## src/core/flash_ctrl_defines.svh

```systemverilog
// Constants for the flash program/erase controller
// Behaviour
// - Write-enable set routes external data writes to flash, not data RAM.
// - Write-enable stays set after an operation until software clears it.
// - Byte programming only clears bits; stored value is old AND new.
// - Flash is 1024-byte pages; erase sets a whole page to 0xff.
// - Erase and write enables set: any write erases its page, data ignored.
// - Erase needs both enables; any modification needs write-enable.
// - Block select 0 programs single bytes; 1 groups writes in four-byte blocks.
// - Single-byte mode starts programming after every flash-directed write.
// - Block programming takes the same time as single-byte programming.
// - Block bytes are held; programming starts after the write to 11b.
// - External data reads always go to data RAM; flash read by code reads.
// - Last user byte is the lock byte; its complement counts locked pages.
// - Lock-byte page is locked when any lock-byte bit is zero.
// - Locked pages refused to debug port and to unprotected code.
// - Wrong or out-of-order keys disable writes and erases until reset.
// - Key lock re-arms after every completed write or erase.
// - Busy flag is one during timed operations; core fetches stall.
// - Modify attempt with supply monitor off causes flash-error reset.
`ifndef FLASH_CTRL_DEFINES_SVH
`define FLASH_CTRL_DEFINES_SVH
`define FC_KEY_FIRST 8'ha5
`define FC_KEY_SECOND 8'hf1
`define FC_ERASED_BYTE 8'hff
`define FC_PAGE_BITS 10
`define FC_BLOCK_LAST 2'h3
`define FC_LOCK_ADDR 15'h7bff
`define FC_PROG_TIME_NS 40000
`define FC_ERASE_TIME_NS 20000000
`define FC_CLK_PERIOD_NS 50
`define FC_PROG_CYCLES ((`FC_PROG_TIME_NS + `FC_CLK_PERIOD_NS - 1) / `FC_CLK_PERIOD_NS)
`define FC_ERASE_CYCLES ((`FC_ERASE_TIME_NS + `FC_CLK_PERIOD_NS - 1) / `FC_CLK_PERIOD_NS)
`endif

```

## src/core/flash_ctrl_pkg.sv

```systemverilog
// Types for the flash program/erase controller
package flash_ctrl_pkg;
  typedef enum logic [1:0] {
    KEY_LOCKED,
    KEY_HALF,
    KEY_OPEN,
    KEY_DEAD
  } key_state_e;
  typedef enum logic [1:0] {
    OP_IDLE,
    OP_PROGRAM,
    OP_ERASE
  } op_state_e;
endpackage : flash_ctrl_pkg

```

## src/core/flash_program_erase_control.sv

```systemverilog
// Flash program/erase sequencer with key lock, block staging and page lock
`timescale 1ns/100ps
`default_nettype none
`include "flash_ctrl_defines.svh"
module flash_program_erase_control #(
  parameter int AW = 15,
  parameter int PROG_CYCLES = `FC_PROG_CYCLES,
  parameter int ERASE_CYCLES = `FC_ERASE_CYCLES,
  parameter logic [AW-1:0] LOCK_ADDR = `FC_LOCK_ADDR
) (
  input wire logic mclk_i, // 20 MHz system clock
  input wire logic rst_n_i, // Async system reset, active low
  input wire logic xwr_i, // External data write strobe, one cycle
  input wire logic xrd_i, // External data read strobe, one cycle
  input wire logic [AW-1:0] xaddr_i, // External data address
  input wire logic [7:0] xdata_i, // External data write byte
  input wire logic key_wr_i, // Write to flash_key_register
  input wire logic [7:0] key_data_i, // Key value
  input wire logic program_store_write_enable_i, // Control bit 0
  input wire logic program_store_erase_enable_i, // Control bit 1
  input wire logic block_write_select_i, // Block mode select
  input wire logic supply_monitor_ok_i, // Supply monitor and reset on
  input wire logic debug_port_i, // Request comes from debug port
  input wire logic code_protected_i, // Code runs from a locked page
  input wire logic [7:0] lock_byte_i, // Lock byte sampled at reset
  input wire logic [7:0] flash_rdata_i, // Current array byte at address
  output logic xram_wr_o, // Write passed to data RAM
  output logic xram_rd_o, // Read passed to data RAM
  output logic [AW-1:0] xram_addr_o, // Data RAM address
  output logic [7:0] xram_wdata_o, // Data RAM write byte
  output logic fl_wr_o, // Array byte write pulse
  output logic [AW-1:0] fl_addr_o, // Array address
  output logic [7:0] fl_wdata_o, // Array write byte
  output logic fl_page_erase_o, // Array page erase pulse
  output logic flash_busy_flag_o, // Timed operation in progress
  output logic fetch_stall_o, // Stall flash instruction fetch
  output logic flash_error_reset_o, // Flash-error device reset request
  output logic key_disabled_o // Key lock dead until reset
);
  flash_ctrl_pkg::key_state_e key_reg, key_next;
  flash_ctrl_pkg::op_state_e op_reg;
  logic [7:0] stage_reg [4];
  logic [1:0] pos_reg;
  logic [7:0] lock_reg;
  logic lock_valid_reg;
  logic [AW-1:0] op_addr_reg;
  logic op_blk_reg;
  logic burst_reg;
  logic [2:0] step_reg;
  logic op_done;
  logic tmr_start;
  logic [19:0] tmr_load;

  // Decode of incoming write
  // Write-enable is a level that software owns; nothing here clears it
  wire to_flash = xwr_i && program_store_write_enable_i;
  wire erase_req = to_flash && program_store_erase_enable_i;
  wire prog_req = to_flash && !program_store_erase_enable_i;
  wire unlocked = (key_reg == flash_ctrl_pkg::KEY_OPEN);
  wire idle = (op_reg == flash_ctrl_pkg::OP_IDLE);
  // Page lock: count of pages from page 0 plus the lock-byte page
  wire [7:0] n_locked = ~lock_reg;
  wire [AW-1:0] page_no = AW'(xaddr_i >> `FC_PAGE_BITS);
  wire lock_page_hit = (page_no == AW'(LOCK_ADDR >> `FC_PAGE_BITS));
  wire any_locked = (lock_reg != `FC_ERASED_BYTE);
  wire in_locked = (page_no < AW'(n_locked)) || (lock_page_hit && any_locked);
  wire untrusted = debug_port_i || !code_protected_i;
  wire refused = in_locked && untrusted;
  // Debug-port refusals are quiet; firmware refusals reset the device
  wire fatal = to_flash && ((!supply_monitor_ok_i) ||
    (refused && !debug_port_i) || !unlocked);
  wire accept = to_flash && idle && unlocked && supply_monitor_ok_i &&
    !refused;
  wire blk_last = (xaddr_i[1:0] == `FC_BLOCK_LAST);
  wire blk_step = prog_req && accept && block_write_select_i;
  wire blk_in_order = (xaddr_i[1:0] == pos_reg);
  wire start_prog = prog_req && accept &&
    (!block_write_select_i || (blk_last && blk_in_order));
  wire start_erase = erase_req && accept;
  // End of a timed program; a block program then runs a write burst
  wire prog_end = op_done && (op_reg == flash_ctrl_pkg::OP_PROGRAM);
  wire burst_go = prog_end && op_blk_reg;
  wire burst_last = burst_reg && (step_reg == 3'h6);
  wire op_end = (op_done && !burst_go) || burst_last;
  wire [2:0] step_up = step_reg + 3'h1;
  // Bytes leave on alternate cycles so each merge reads a settled address
  wire [1:0] blk_idx = step_up[2:1];
  wire byte_pulse = prog_end || (burst_reg && !step_reg[0]);

  // Key sequencer
  always_comb begin
    key_next = key_reg;
    case (key_reg)
      flash_ctrl_pkg::KEY_LOCKED:
        if (key_wr_i) key_next = (key_data_i == `FC_KEY_FIRST) ?
          flash_ctrl_pkg::KEY_HALF : flash_ctrl_pkg::KEY_DEAD;
      flash_ctrl_pkg::KEY_HALF:
        if (key_wr_i) key_next = (key_data_i == `FC_KEY_SECOND) ?
          flash_ctrl_pkg::KEY_OPEN : flash_ctrl_pkg::KEY_DEAD;
      flash_ctrl_pkg::KEY_OPEN:
        if (key_wr_i) key_next = flash_ctrl_pkg::KEY_DEAD;
        else if (to_flash && !accept) key_next = flash_ctrl_pkg::KEY_DEAD;
        else if (to_flash) key_next = flash_ctrl_pkg::KEY_LOCKED;
      flash_ctrl_pkg::KEY_DEAD: key_next = flash_ctrl_pkg::KEY_DEAD;
      default: key_next = flash_ctrl_pkg::KEY_DEAD;
    endcase
    if (to_flash && key_reg != flash_ctrl_pkg::KEY_OPEN)
      key_next = flash_ctrl_pkg::KEY_DEAD;
  end

  always_ff @(posedge mclk_i or negedge rst_n_i) begin
    if (!rst_n_i) key_reg <= flash_ctrl_pkg::KEY_LOCKED;
    else key_reg <= key_next;
  end

  // Lock byte captured on the first clock after reset release
  always_ff @(posedge mclk_i or negedge rst_n_i) begin
    if (!rst_n_i) begin
      lock_reg <= `FC_ERASED_BYTE;
      lock_valid_reg <= 1'b0;
    end else if (!lock_valid_reg) begin
      lock_reg <= lock_byte_i;
      lock_valid_reg <= 1'b1;
    end
  end

  // Block staging; a write to the lock byte only acts after the next reset
  always_ff @(posedge mclk_i or negedge rst_n_i) begin
    if (!rst_n_i) begin
      pos_reg <= 2'h0;
      for (int i = 0; i < 4; i++) stage_reg[i] <= `FC_ERASED_BYTE;
    end else if (!block_write_select_i) begin
      pos_reg <= 2'h0;
      for (int i = 0; i < 4; i++) stage_reg[i] <= `FC_ERASED_BYTE;
    end else if (blk_step) begin
      stage_reg[xaddr_i[1:0]] <= xdata_i;
      pos_reg <= blk_in_order ? pos_reg + 2'h1 : 2'h0;
    end else if (burst_last) begin
      for (int i = 0; i < 4; i++) stage_reg[i] <= `FC_ERASED_BYTE;
    end
  end

  // Timed operation: one timer length shared by byte and block programs
  assign tmr_start = start_prog || start_erase;
  assign tmr_load = start_erase ? 20'(ERASE_CYCLES) : 20'(PROG_CYCLES);

  flash_op_timer #(.CW(20)) u_timer (
    .mclk_i(mclk_i),
    .rst_n_i(rst_n_i),
    .start_i(tmr_start),
    .load_i(tmr_load),
    .done_o(op_done)
  );

  // Operation state; the block flag is held for the whole operation
  always_ff @(posedge mclk_i or negedge rst_n_i) begin
    if (!rst_n_i) begin
      op_reg <= flash_ctrl_pkg::OP_IDLE;
      op_addr_reg <= '0;
      op_blk_reg <= 1'b0;
    end else if (start_erase) begin
      op_reg <= flash_ctrl_pkg::OP_ERASE;
      op_addr_reg <= xaddr_i;
      op_blk_reg <= 1'b0;
    end else if (start_prog) begin
      op_reg <= flash_ctrl_pkg::OP_PROGRAM;
      op_addr_reg <= xaddr_i;
      op_blk_reg <= block_write_select_i;
    end else if (op_end) begin
      op_reg <= flash_ctrl_pkg::OP_IDLE;
    end
  end

  // Burst step counter, running only after a block program's timed wait
  always_ff @(posedge mclk_i or negedge rst_n_i) begin
    if (!rst_n_i) begin
      burst_reg <= 1'b0;
      step_reg <= 3'h0;
    end else if (burst_go) begin
      burst_reg <= 1'b1;
      step_reg <= 3'h1;
    end else if (burst_last) begin
      burst_reg <= 1'b0;
      step_reg <= 3'h0;
    end else if (burst_reg) begin
      step_reg <= step_up;
    end
  end

  // Byte to program and where it goes; merged with the old cell below
  logic [7:0] prog_data_reg;
  wire [7:0] new_byte = op_blk_reg ? stage_reg[blk_idx] : prog_data_reg;
  wire [AW-1:0] prog_addr = op_blk_reg ?
    {op_addr_reg[AW-1:2], blk_idx} : op_addr_reg;
  always_ff @(posedge mclk_i or negedge rst_n_i) begin
    if (!rst_n_i) prog_data_reg <= `FC_ERASED_BYTE;
    else if (start_prog) prog_data_reg <= xdata_i;
  end

  // Output registers; data RAM path and array strobes
  always_ff @(posedge mclk_i or negedge rst_n_i) begin
    if (!rst_n_i) begin
      xram_wr_o <= 1'b0;
      xram_rd_o <= 1'b0;
      xram_addr_o <= '0;
      xram_wdata_o <= 8'h00;
      fl_wr_o <= 1'b0;
      fl_addr_o <= '0;
      fl_wdata_o <= `FC_ERASED_BYTE;
      fl_page_erase_o <= 1'b0;
      flash_busy_flag_o <= 1'b0;
      fetch_stall_o <= 1'b0;
      flash_error_reset_o <= 1'b0;
      key_disabled_o <= 1'b0;
    end else begin
      xram_wr_o <= xwr_i && !program_store_write_enable_i;
      xram_rd_o <= xrd_i;
      xram_addr_o <= xaddr_i;
      xram_wdata_o <= xdata_i;
      fl_page_erase_o <= op_done && op_reg == flash_ctrl_pkg::OP_ERASE;
      fl_wr_o <= byte_pulse;
      fl_addr_o <= (op_reg == flash_ctrl_pkg::OP_ERASE) ?
        {op_addr_reg[AW-1:`FC_PAGE_BITS], {`FC_PAGE_BITS{1'b0}}} :
        prog_addr;
      fl_wdata_o <= flash_rdata_i & new_byte;
      flash_busy_flag_o <= tmr_start || (!idle && !op_end);
      fetch_stall_o <= tmr_start || (!idle && !op_end);
      if (fatal && !flash_error_reset_o) flash_error_reset_o <= 1'b1;
      key_disabled_o <= (key_next == flash_ctrl_pkg::KEY_DEAD);
    end
  end

  // Checks
  AST_RAM_GATED: assert property (@(posedge mclk_i) disable iff (!rst_n_i)
    xwr_i && program_store_write_enable_i |=> !xram_wr_o)
    else $error("write reached data RAM while write-enable set");
  AST_READ_RAM: assert property (@(posedge mclk_i) disable iff (!rst_n_i)
    xrd_i |=> xram_rd_o)
    else $error("read not passed to data RAM");
  AST_BUSY: assert property (@(posedge mclk_i) disable iff (!rst_n_i)
    tmr_start |=> flash_busy_flag_o [*8])
    else $error("busy flag dropped early");
  AST_KEY_DEAD: assert property (@(posedge mclk_i) disable iff (!rst_n_i)
    key_reg == flash_ctrl_pkg::KEY_LOCKED && key_wr_i &&
    key_data_i != `FC_KEY_FIRST |=> key_reg == flash_ctrl_pkg::KEY_DEAD)
    else $error("bad key did not disable");
  AST_REARM: assert property (@(posedge mclk_i) disable iff (!rst_n_i)
    accept |=> key_reg == flash_ctrl_pkg::KEY_LOCKED)
    else $error("key lock not re-armed");
  AST_NO_SUPPLY: assert property (@(posedge mclk_i) disable iff (!rst_n_i)
    to_flash && !supply_monitor_ok_i |=> flash_error_reset_o && idle)
    else $error("modify without supply monitor");
  AST_BLOCK_HOLD: assert property (@(posedge mclk_i) disable iff (!rst_n_i)
    blk_step && !blk_last |=> idle)
    else $error("block programmed before last byte");
  AST_STAGE_CLR: assert property (@(posedge mclk_i) disable iff (!rst_n_i)
    !block_write_select_i |=> pos_reg == 2'h0)
    else $error("staging not cleared");
  AST_REFUSE: assert property (@(posedge mclk_i) disable iff (!rst_n_i)
    to_flash && refused |=> idle)
    else $error("locked page modified");
  COV_ERASE: cover property (@(posedge mclk_i) start_erase);
  COV_BYTE: cover property (@(posedge mclk_i)
    start_prog && !block_write_select_i);
  COV_BLOCK: cover property (@(posedge mclk_i)
    start_prog && block_write_select_i);
  COV_DEAD: cover property (@(posedge mclk_i) key_disabled_o);
endmodule : flash_program_erase_control
`default_nettype wire

```

## src/core/flash_op_timer.sv

```systemverilog
// Down-counter that times one flash program or erase operation
`timescale 1ns/100ps
`default_nettype none
module flash_op_timer #(
  parameter int CW = 20
) (
  input wire logic mclk_i, // System clock
  input wire logic rst_n_i, // Async reset, active low
  input wire logic start_i, // Load a new count
  input wire logic [CW-1:0] load_i, // Cycles the operation lasts
  output logic done_o // One-cycle pulse at the end
);
  logic [CW-1:0] cnt_reg;
  logic run_reg;
  wire last = run_reg && (cnt_reg == {{(CW-1){1'b0}}, 1'b1});

  // Count down; a start while running is never issued by the owner
  always_ff @(posedge mclk_i or negedge rst_n_i) begin
    if (!rst_n_i) begin
      cnt_reg <= '0;
      run_reg <= 1'b0;
      done_o <= 1'b0;
    end else begin
      done_o <= last;
      if (start_i) begin
        cnt_reg <= load_i;
        run_reg <= 1'b1;
      end else if (run_reg) begin
        cnt_reg <= cnt_reg - 1'b1;
        if (last) run_reg <= 1'b0;
      end
    end
  end
endmodule : flash_op_timer
`default_nettype wire

```

## config.mk

```make
export PLATFORM = sky130hd
export DESIGN_NAME = flash_program_erase_control
export DESIGN_NICKNAME = d
export VERILOG_FILES = /design/src/core/flash_ctrl_pkg.sv /design/src/core/flash_program_erase_control.sv /design/src/core/flash_op_timer.sv
export VERILOG_INCLUDE_DIRS = /design/src /design/src/core
export SDC_FILE = /design/constraint.sdc
export NUM_CORES = 1
export LEC_CHECK = 0
export BUFFER_PORTS_ARGS = -buffer_cell sky130_fd_sc_hd__buf_2
export CORE_MARGIN = 2
export CORE_UTILIZATION = 55
export CTS_CLUSTER_DIAMETER = 30
export DETAILED_ROUTE_END_ITERATION = 8
export MAX_ROUTING_LAYER = met4
export PLACE_DENSITY = 0.79
export SLEW_MARGIN = 20
export SYNTH_ARGS = -nofsm -noshare
export SYNTH_HDL_FRONTEND = slang
export SYNTH_SLANG_ARGS = --single-unit
```

## constraint.sdc

```tcl
create_clock -name mclk_i -period 2.61 [get_ports mclk_i]
set_clock_uncertainty 0.15 [all_clocks]
set_input_delay 0.3915 -clock mclk_i [delete_from_list [all_inputs] [get_ports mclk_i]]
set_output_delay 0.3915 -clock mclk_i [all_outputs]
set_load 0.02 [all_outputs]
```

==> run_results.csv, run 1 <==
group,metric,value,unit
placement,place_ws,-0.0778,ns
setup_path,worstPathMaxFanout,14,
global_routing,grtUsageTotal,23.8,%
die,dieArea,12500,µm²
global_routing,grt_overflow_total,0,
synth,ys_types,63,
synth,synth-edff-count,0,
timing,setup-violations-final,0,
global_routing,grt_pass1_wl,22.6,mm
setup_path,setup.worst_path.start_class,"flop",
timing,fmax,0.400,GHz
global_routing,grt_max_degree,72,
synth,yosys_warnings,0,
synth,synth_top_area_share,36.7,%
timing,max_slew_margin,53.5,%
outcome,status,"finished clean",
synth,syn-num-nets,550,
clock_tree,cts_sinks,150,
setup_path,worst_path_most_repeated_cell,"buf_4",
drt,viasPerCell,5.63,
global_routing,grt_pass1_vias,4602,
synth,avgSynthCellArea,13.3,µm²
drt,antenna_left,0,
final_layout,finalNetCount,707,
drt,drt-total-wl,13.6,mm
final_layout,largest_reg_flops,32,
drt,routed_wire_length_per_instance,17.1,µm
clock_tree,clk_pin_slew_worst_paths,0.06,ns
placement,placedCellCount,742,
timing,post-route-period-util,95.7,%
setup_path,critPathArrivalTime,2.66,ns
synth,synth_area_leader_cell,"dfrtp_1",
drt,vias,4490,
synth,synthArstFlopShare,100,%
worst_hold_path,hp-class,"input pin to flop",
setup_path,crit_chain,"ha_1, o2111a_1, or2_2, o2111ai_2, buf_4, a31oi_4, buf_4, buf_4, o21bai_1",
die,rows,39,
placement,gp_congestion,0.877,
synth,netlist_area,6420,µm²
timing,hold_violations,0,
clock_tree,root_buffer,"clkbuf_16",
final_layout,syn2layout_area_growth,26.3,%
power,power.leakage,3.77,nW
clock_tree,cts_buffer_depth,2,
final_layout,layout-drive-gt1-share,39.8,%
timing,worst_pin_slew,0.695,ns
setup_path,cp.required,2.77,ns
timing,finalMaxSlewViolations,0,
placement,dp_hpwl,8.93,mm
die,die_h,112,µm
die,initial_core_util,56.2,%
power,irDropWorstVdd,0.000542,V
die,io_pins,112,
die,design.core.area,11400,µm²
clock_tree,cts_made_buffers,17,
global_routing,antenna_found_initial,0,
clock_tree,insertion_delay,0.42,ns
final_layout,layout.cells.non_filler,798,
drt,dr.first_iter.drc_count,233,
synth,synth_cells,484,
drt,drc,0,
clock_tree,cts_tree,"done",
synth,yosysSeqAreaShare,59.6,%
setup_path,cp_slowest_cell,"dfstp_2",
setup_path,worstSetupPathType,"flop to flop",
die,die_x,112,µm
power,powerDensity,623,nW/µm²
drt,first_pass_iters,4,
timing,hold_ws,0.0156,ns
run,drv_cap,0,
setup_path,slowest_delay,0.54,ns
placement,portBuffers,111,
setup_path,worstSetupEndpointType,"flop",
timing,grt_setup_unrepaired,"no",
timing,min_period,2.50,ns
timing,setup_ws,0.112,ns
synth,synth_seq_cells,150,
clock_tree,htree_num_levels,4,
synth,synth_area_leaders,"dfrtp_1, dfstp_2, mux2i_1",
synth,yosys_most_used_dff,"dfrtp_1",
[worst max-delay path: cells and delay by family (launching register included)]
family,cells,cell delay (ns)
fa+ha+maj,1,0.22
buf+inv,3,0.55
simple gates,1,0.33
flops,1,0.54
compound gates,4,0.59
[per-layer routing]
metal	GRT usage, %	vias up	wire, µm
li1	-	2079	-
met3	5.62	35	714
met2	39.3	135	6950
met4	10.2	0	333
met5	-	-	0
met1	28.3	2241	5640
[through the flow]
step / setup TNS (ns) / util, % / instance area (µm²) / total power [mW]
global route: 0 / 71.0 / 8100 / 5.22
global placement: 0 / 63.5 / 7260 / 2.73
finish: 0 / 71.0 / 8110 / 5.05
floorplan: 0 / - / 6420 / 2.57
detailed placement: -0.874 / 63.5 / 7260 / 2.74
CTS: 0 / 70.7 / 8080 / 5.10
[layout make-up]
type	count	area, µm²
sequential	150	3820
fill	816	3310
multi-input combinational	302	2490
timing repair buffer	151	967
clock buffer	20	468
tap	143	179
clock inverter	12	103
inverter	19	71.3
antenna	1	2.50
[cell usage in the layout, fill, tap and decap left out, types with 9 or more instances in the layout]
cell / netlist / layout
dfstp_2: 56 / 56
a2bb2oi_1: 24 / 24
nand2_1: 27 / 27
mux2i_1: 25 / 25
buf_2: 4 / 110
mux2_2: 18 / 18
dlygate4sd3_1: 0 / 22
mux2_1: 13 / 13
buf_4: 4 / 14
clkbuf_16: 0 / 18
xnor2_1: 12 / 12
and2_1: 9 / 9
dfrtp_1: 94 / 94
a21oi_1: 9 / 9
nor3_1: 13 / 13
inv_1: 18 / 18
nor2b_1: 12 / 12
nor2_1: 25 / 25
[final timing paths]
kind / start / endpoint / slack, ns / depth (start not counted)
setup / recovery: lock_reg[4]$_DFFE_PN1N_ / u_timer.run_reg$_DFF_PN0_ / 0.11 / 9
hold / removal: xdata_i[6] / xram_wdata_o[6]$_DFF_PN0_ / 0.02 / 1
setup reg to reg: lock_reg[4]$_DFFE_PN1N_ / u_timer.run_reg$_DFF_PN0_ / 0.11 / 9
hold reg to reg: op_addr_reg[12]$_DFFE_PN0P_ / fl_addr_o[12]$_DFF_PN0_ / 0.22 / 0
max in group asynchronous: rst_n_i / lock_reg[2]$_DFFE_PN1N_ / 1.18 / 3
min in group asynchronous: rst_n_i / xram_wdata_o[1]$_DFF_PN0_ / 0.32 / 2
[cells in the mapped netlist, drive strengths merged, types with 11 or more instances]
library cell	n
a2bb2oi	24
buf	11
dfrtp	94
dfstp	56
inv	19
mux2	31
mux2i	25
nand2	27
nor2	25
nor2b	12
nor3	14
xnor2	12
[cell families after synthesis]
logic type	count (synthesis)	share of synthesized area, %
AND/OR/NAND/NOR	131	11.8
AO/OA/AOI/OAI	78	9.87
multiplexers	64	12.1
flip-flops	150	59.6
buffers and inverters	32	2.30
adder cells (fa/ha/maj)	8	1.56
XOR/XNOR	20	2.73
other	1	0.0584
[power breakdown]
group          total (mW)  internal [mW]  leakage (nW)  switching [mW]
logic               0.332          0.139          1.77           0.193
clock network        2.32           1.39         0.285           0.934
registers            2.40           2.38          1.72          0.0178
[timing repair]
| action | 4_1_cts | 5_1_grt |
|---|---|---|
| endpoints found under the hold margin | 40 | 0 |
| gates resized for setup | 1 | 4 |
| buffers inserted | 1 | 0 |
| gates cloned | 0 | 0 |
| setup endpoints to repair | 8 | 31 |
| hold buffers | 22 | 0 |
| pin swaps | 1 | 1 |
(Power assumes the default switching activity.)
==> run 2: changes to the inputs <==
--- a/config.mk
+++ b/config.mk
@@ -6,6 +6,7 @@
 export SDC_FILE = /design/constraint.sdc
 export NUM_CORES = 1
 export LEC_CHECK = 0
+export ABC_AREA = 0
 export BUFFER_PORTS_ARGS = -buffer_cell sky130_fd_sc_hd__buf_2
 export CORE_MARGIN = 2
 export CORE_UTILIZATION = 55
@@ -13,6 +14,7 @@
 export DETAILED_ROUTE_END_ITERATION = 8
 export MAX_ROUTING_LAYER = met4
 export PLACE_DENSITY = 0.79
+export REMOVE_ABC_BUFFERS = 1
 export SLEW_MARGIN = 20
 export SYNTH_ARGS = -nofsm -noshare
 export SYNTH_HDL_FRONTEND = slang
==> run_results.csv, run 2 (synthesized netlist as in run 1, its figures left out) <==
group,metric,value,unit
clock_tree,htree_num_levels,4,
drt,drt-total-wl,14.4,mm
timing,min_period,2.54,ns
die,dieArea,12500,µm²
placement,dp_hpwl,9.28,mm
timing,worst_pin_slew,0.688,ns
outcome,status,"finished clean",
global_routing,antenna_found_initial,0,
timing,finalMaxSlewViolations,0,
worst_hold_path,hp-class,"input pin to flop",
timing,hold_violations,0,
final_layout,layout_commonest_cell,"buf_2",
final_layout,layout-drive-gt1-share,38.7,%
die,die_x,112,µm
global_routing,grt_overflow_total,0,
clock_tree,cts_tree,"done",
drt,antenna_left,0,
timing,post-route-period-util,97.2,%
placement,placedCellCount,741,
timing,grt_setup_unrepaired,"no",
power,power.leakage,3.76,nW
drt,dr.first_iter.drc_count,268,
die,rows,39,
placement,portBuffers,111,
global_routing,grt_max_degree,59,
global_routing,grtUsageTotal,24.8,%
setup_path,cp.required,2.75,ns
timing,tns,0,ns
clock_tree,clk_pin_slew_worst_paths,0.06,ns
clock_tree,cts_buffer_depth,2,
clock_tree,insertion_delay,0.42,ns
setup_path,worstPathMaxFanout,16,
final_layout,layout_common_cells,"buf_2, dfrtp_1, dfstp_2",
global_routing,grt_pass1_vias,4670,
final_layout,diodes,0,
drt,viasPerCell,5.67,
drt,vias,4501,
final_layout,finalNetCount,704,
timing,setup-violations-final,0,
setup_path,setup.worst_path.start_class,"flop",
clock_tree,root_buffer,"clkbuf_16",
drt,routed_wire_length_per_instance,18.1,µm
placement,gp_congestion,0.836,
clock_tree,cts_made_buffers,17,
setup_path,worstSetupPathType,"flop to flop",
global_routing,grt_pass1_wl,23.6,mm
die,die_h,112,µm
drt,drc,0,
final_layout,syn2layout_area_growth,26.3,%
die,design.core.area,11400,µm²
run,drv_cap,0,
drt,first_pass_iters,5,
setup_path,critPathArrivalTime,2.68,ns
power,powerDensity,652,nW/µm²
die,initial_core_util,56.2,%
final_layout,layout.cells.non_filler,794,
timing,max_slew_margin,54.0,%
timing,fmax,0.394,GHz
setup_path,worstSetupEndpointType,"flop",
power,irDropWorstVdd,0.000546,V
clock_tree,cts_sinks,150,
die,io_pins,112,
final_layout,largest_reg_flops,32,
## run 2: routing by layer
layer	up-vias	part of all wire, %	track usage [%]
li1	2059	-	-
met1	2282	42	31.2
met2	141	51	40.4
met3	19	5.5	5.51
met4	0	1.4	7.97
met5	-	0	-
## run 2: critical path: stages (launching register included)
cell	delay, ns
dfstp_2	0.55
ha_1	0.21
o2111a_1	0.27
or2_2	0.17
o2111ai_2	0.24
a31oi_4	0.27
buf_12	0.19
mux2_1	0.34
## run 2: path summary, 6_finish.rpt
path	depth (start not counted)	start	slack (ns)	endpoint
worst max-delay path	7	lock_reg[4]$_DFFE_PN1N_	0.07	op_addr_reg[7]$_DFFE_PN0P_
worst min-delay path	1	xdata_i[1]	0.02	xram_wdata_o[1]$_DFF_PN0_
worst max register to register	7	lock_reg[4]$_DFFE_PN1N_	0.07	op_addr_reg[7]$_DFFE_PN0P_
worst min register to register	0	op_addr_reg[10]$_DFFE_PN0P_	0.22	fl_addr_o[10]$_DFF_PN0_
max in group asynchronous	3	rst_n_i	1.15	lock_reg[1]$_DFFE_PN1N_
min in group asynchronous	2	rst_n_i	0.37	xram_addr_o[3]$_DFF_PN0_
## run 2: what timing repair did
item / in CTS / in global routing
endpoints found under the setup margin: 16 / 9
hold buffers: 21 / 0
buffers inserted: 0 / 0
resized for setup: 1 / 3
endpoints found under the hold margin: 53 / 0
## run 2: area by class of cell
cell class / instances / area (µm²)
Clock buffer: 23 / 468
Clock inverter: 9 / 149
Fill cell: 806 / 3320
Inverter: 19 / 71.3
Multi-Input combinational cell: 302 / 2480
Sequential cell: 150 / 3820
Tap cell: 143 / 179
Timing Repair Buffer: 148 / 930
## run 2: per-stage QoR
step | hold slack [ns] | power (mW) | utilization, % | cell area [µm²] | worst slack (ns)
after detailed placement | 0.208 | 2.74 | 63.5 | 7250 | -0.152
after global routing | 0.00629 | 5.47 | 71.0 | 8100 | 0.00482
after floorplan | -0.0541 | 2.56 | - | 6340 | -0.210
after CTS | 0.000636 | 5.33 | 70.8 | 8080 | 0.00556
final | 0.0203 | 5.29 | 71.0 | 8100 | 0.0719
after global placement | 0.201 | 2.73 | 63.5 | 7250 | -0.0876
## run 2: power by group
group | internal (mW) | switching (mW) | leakage [nW]
Combinational | 0.134 | 0.194 | 1.74
Sequential | 2.38 | 0.0190 | 1.72
Clock | 1.64 | 0.912 | 0.295
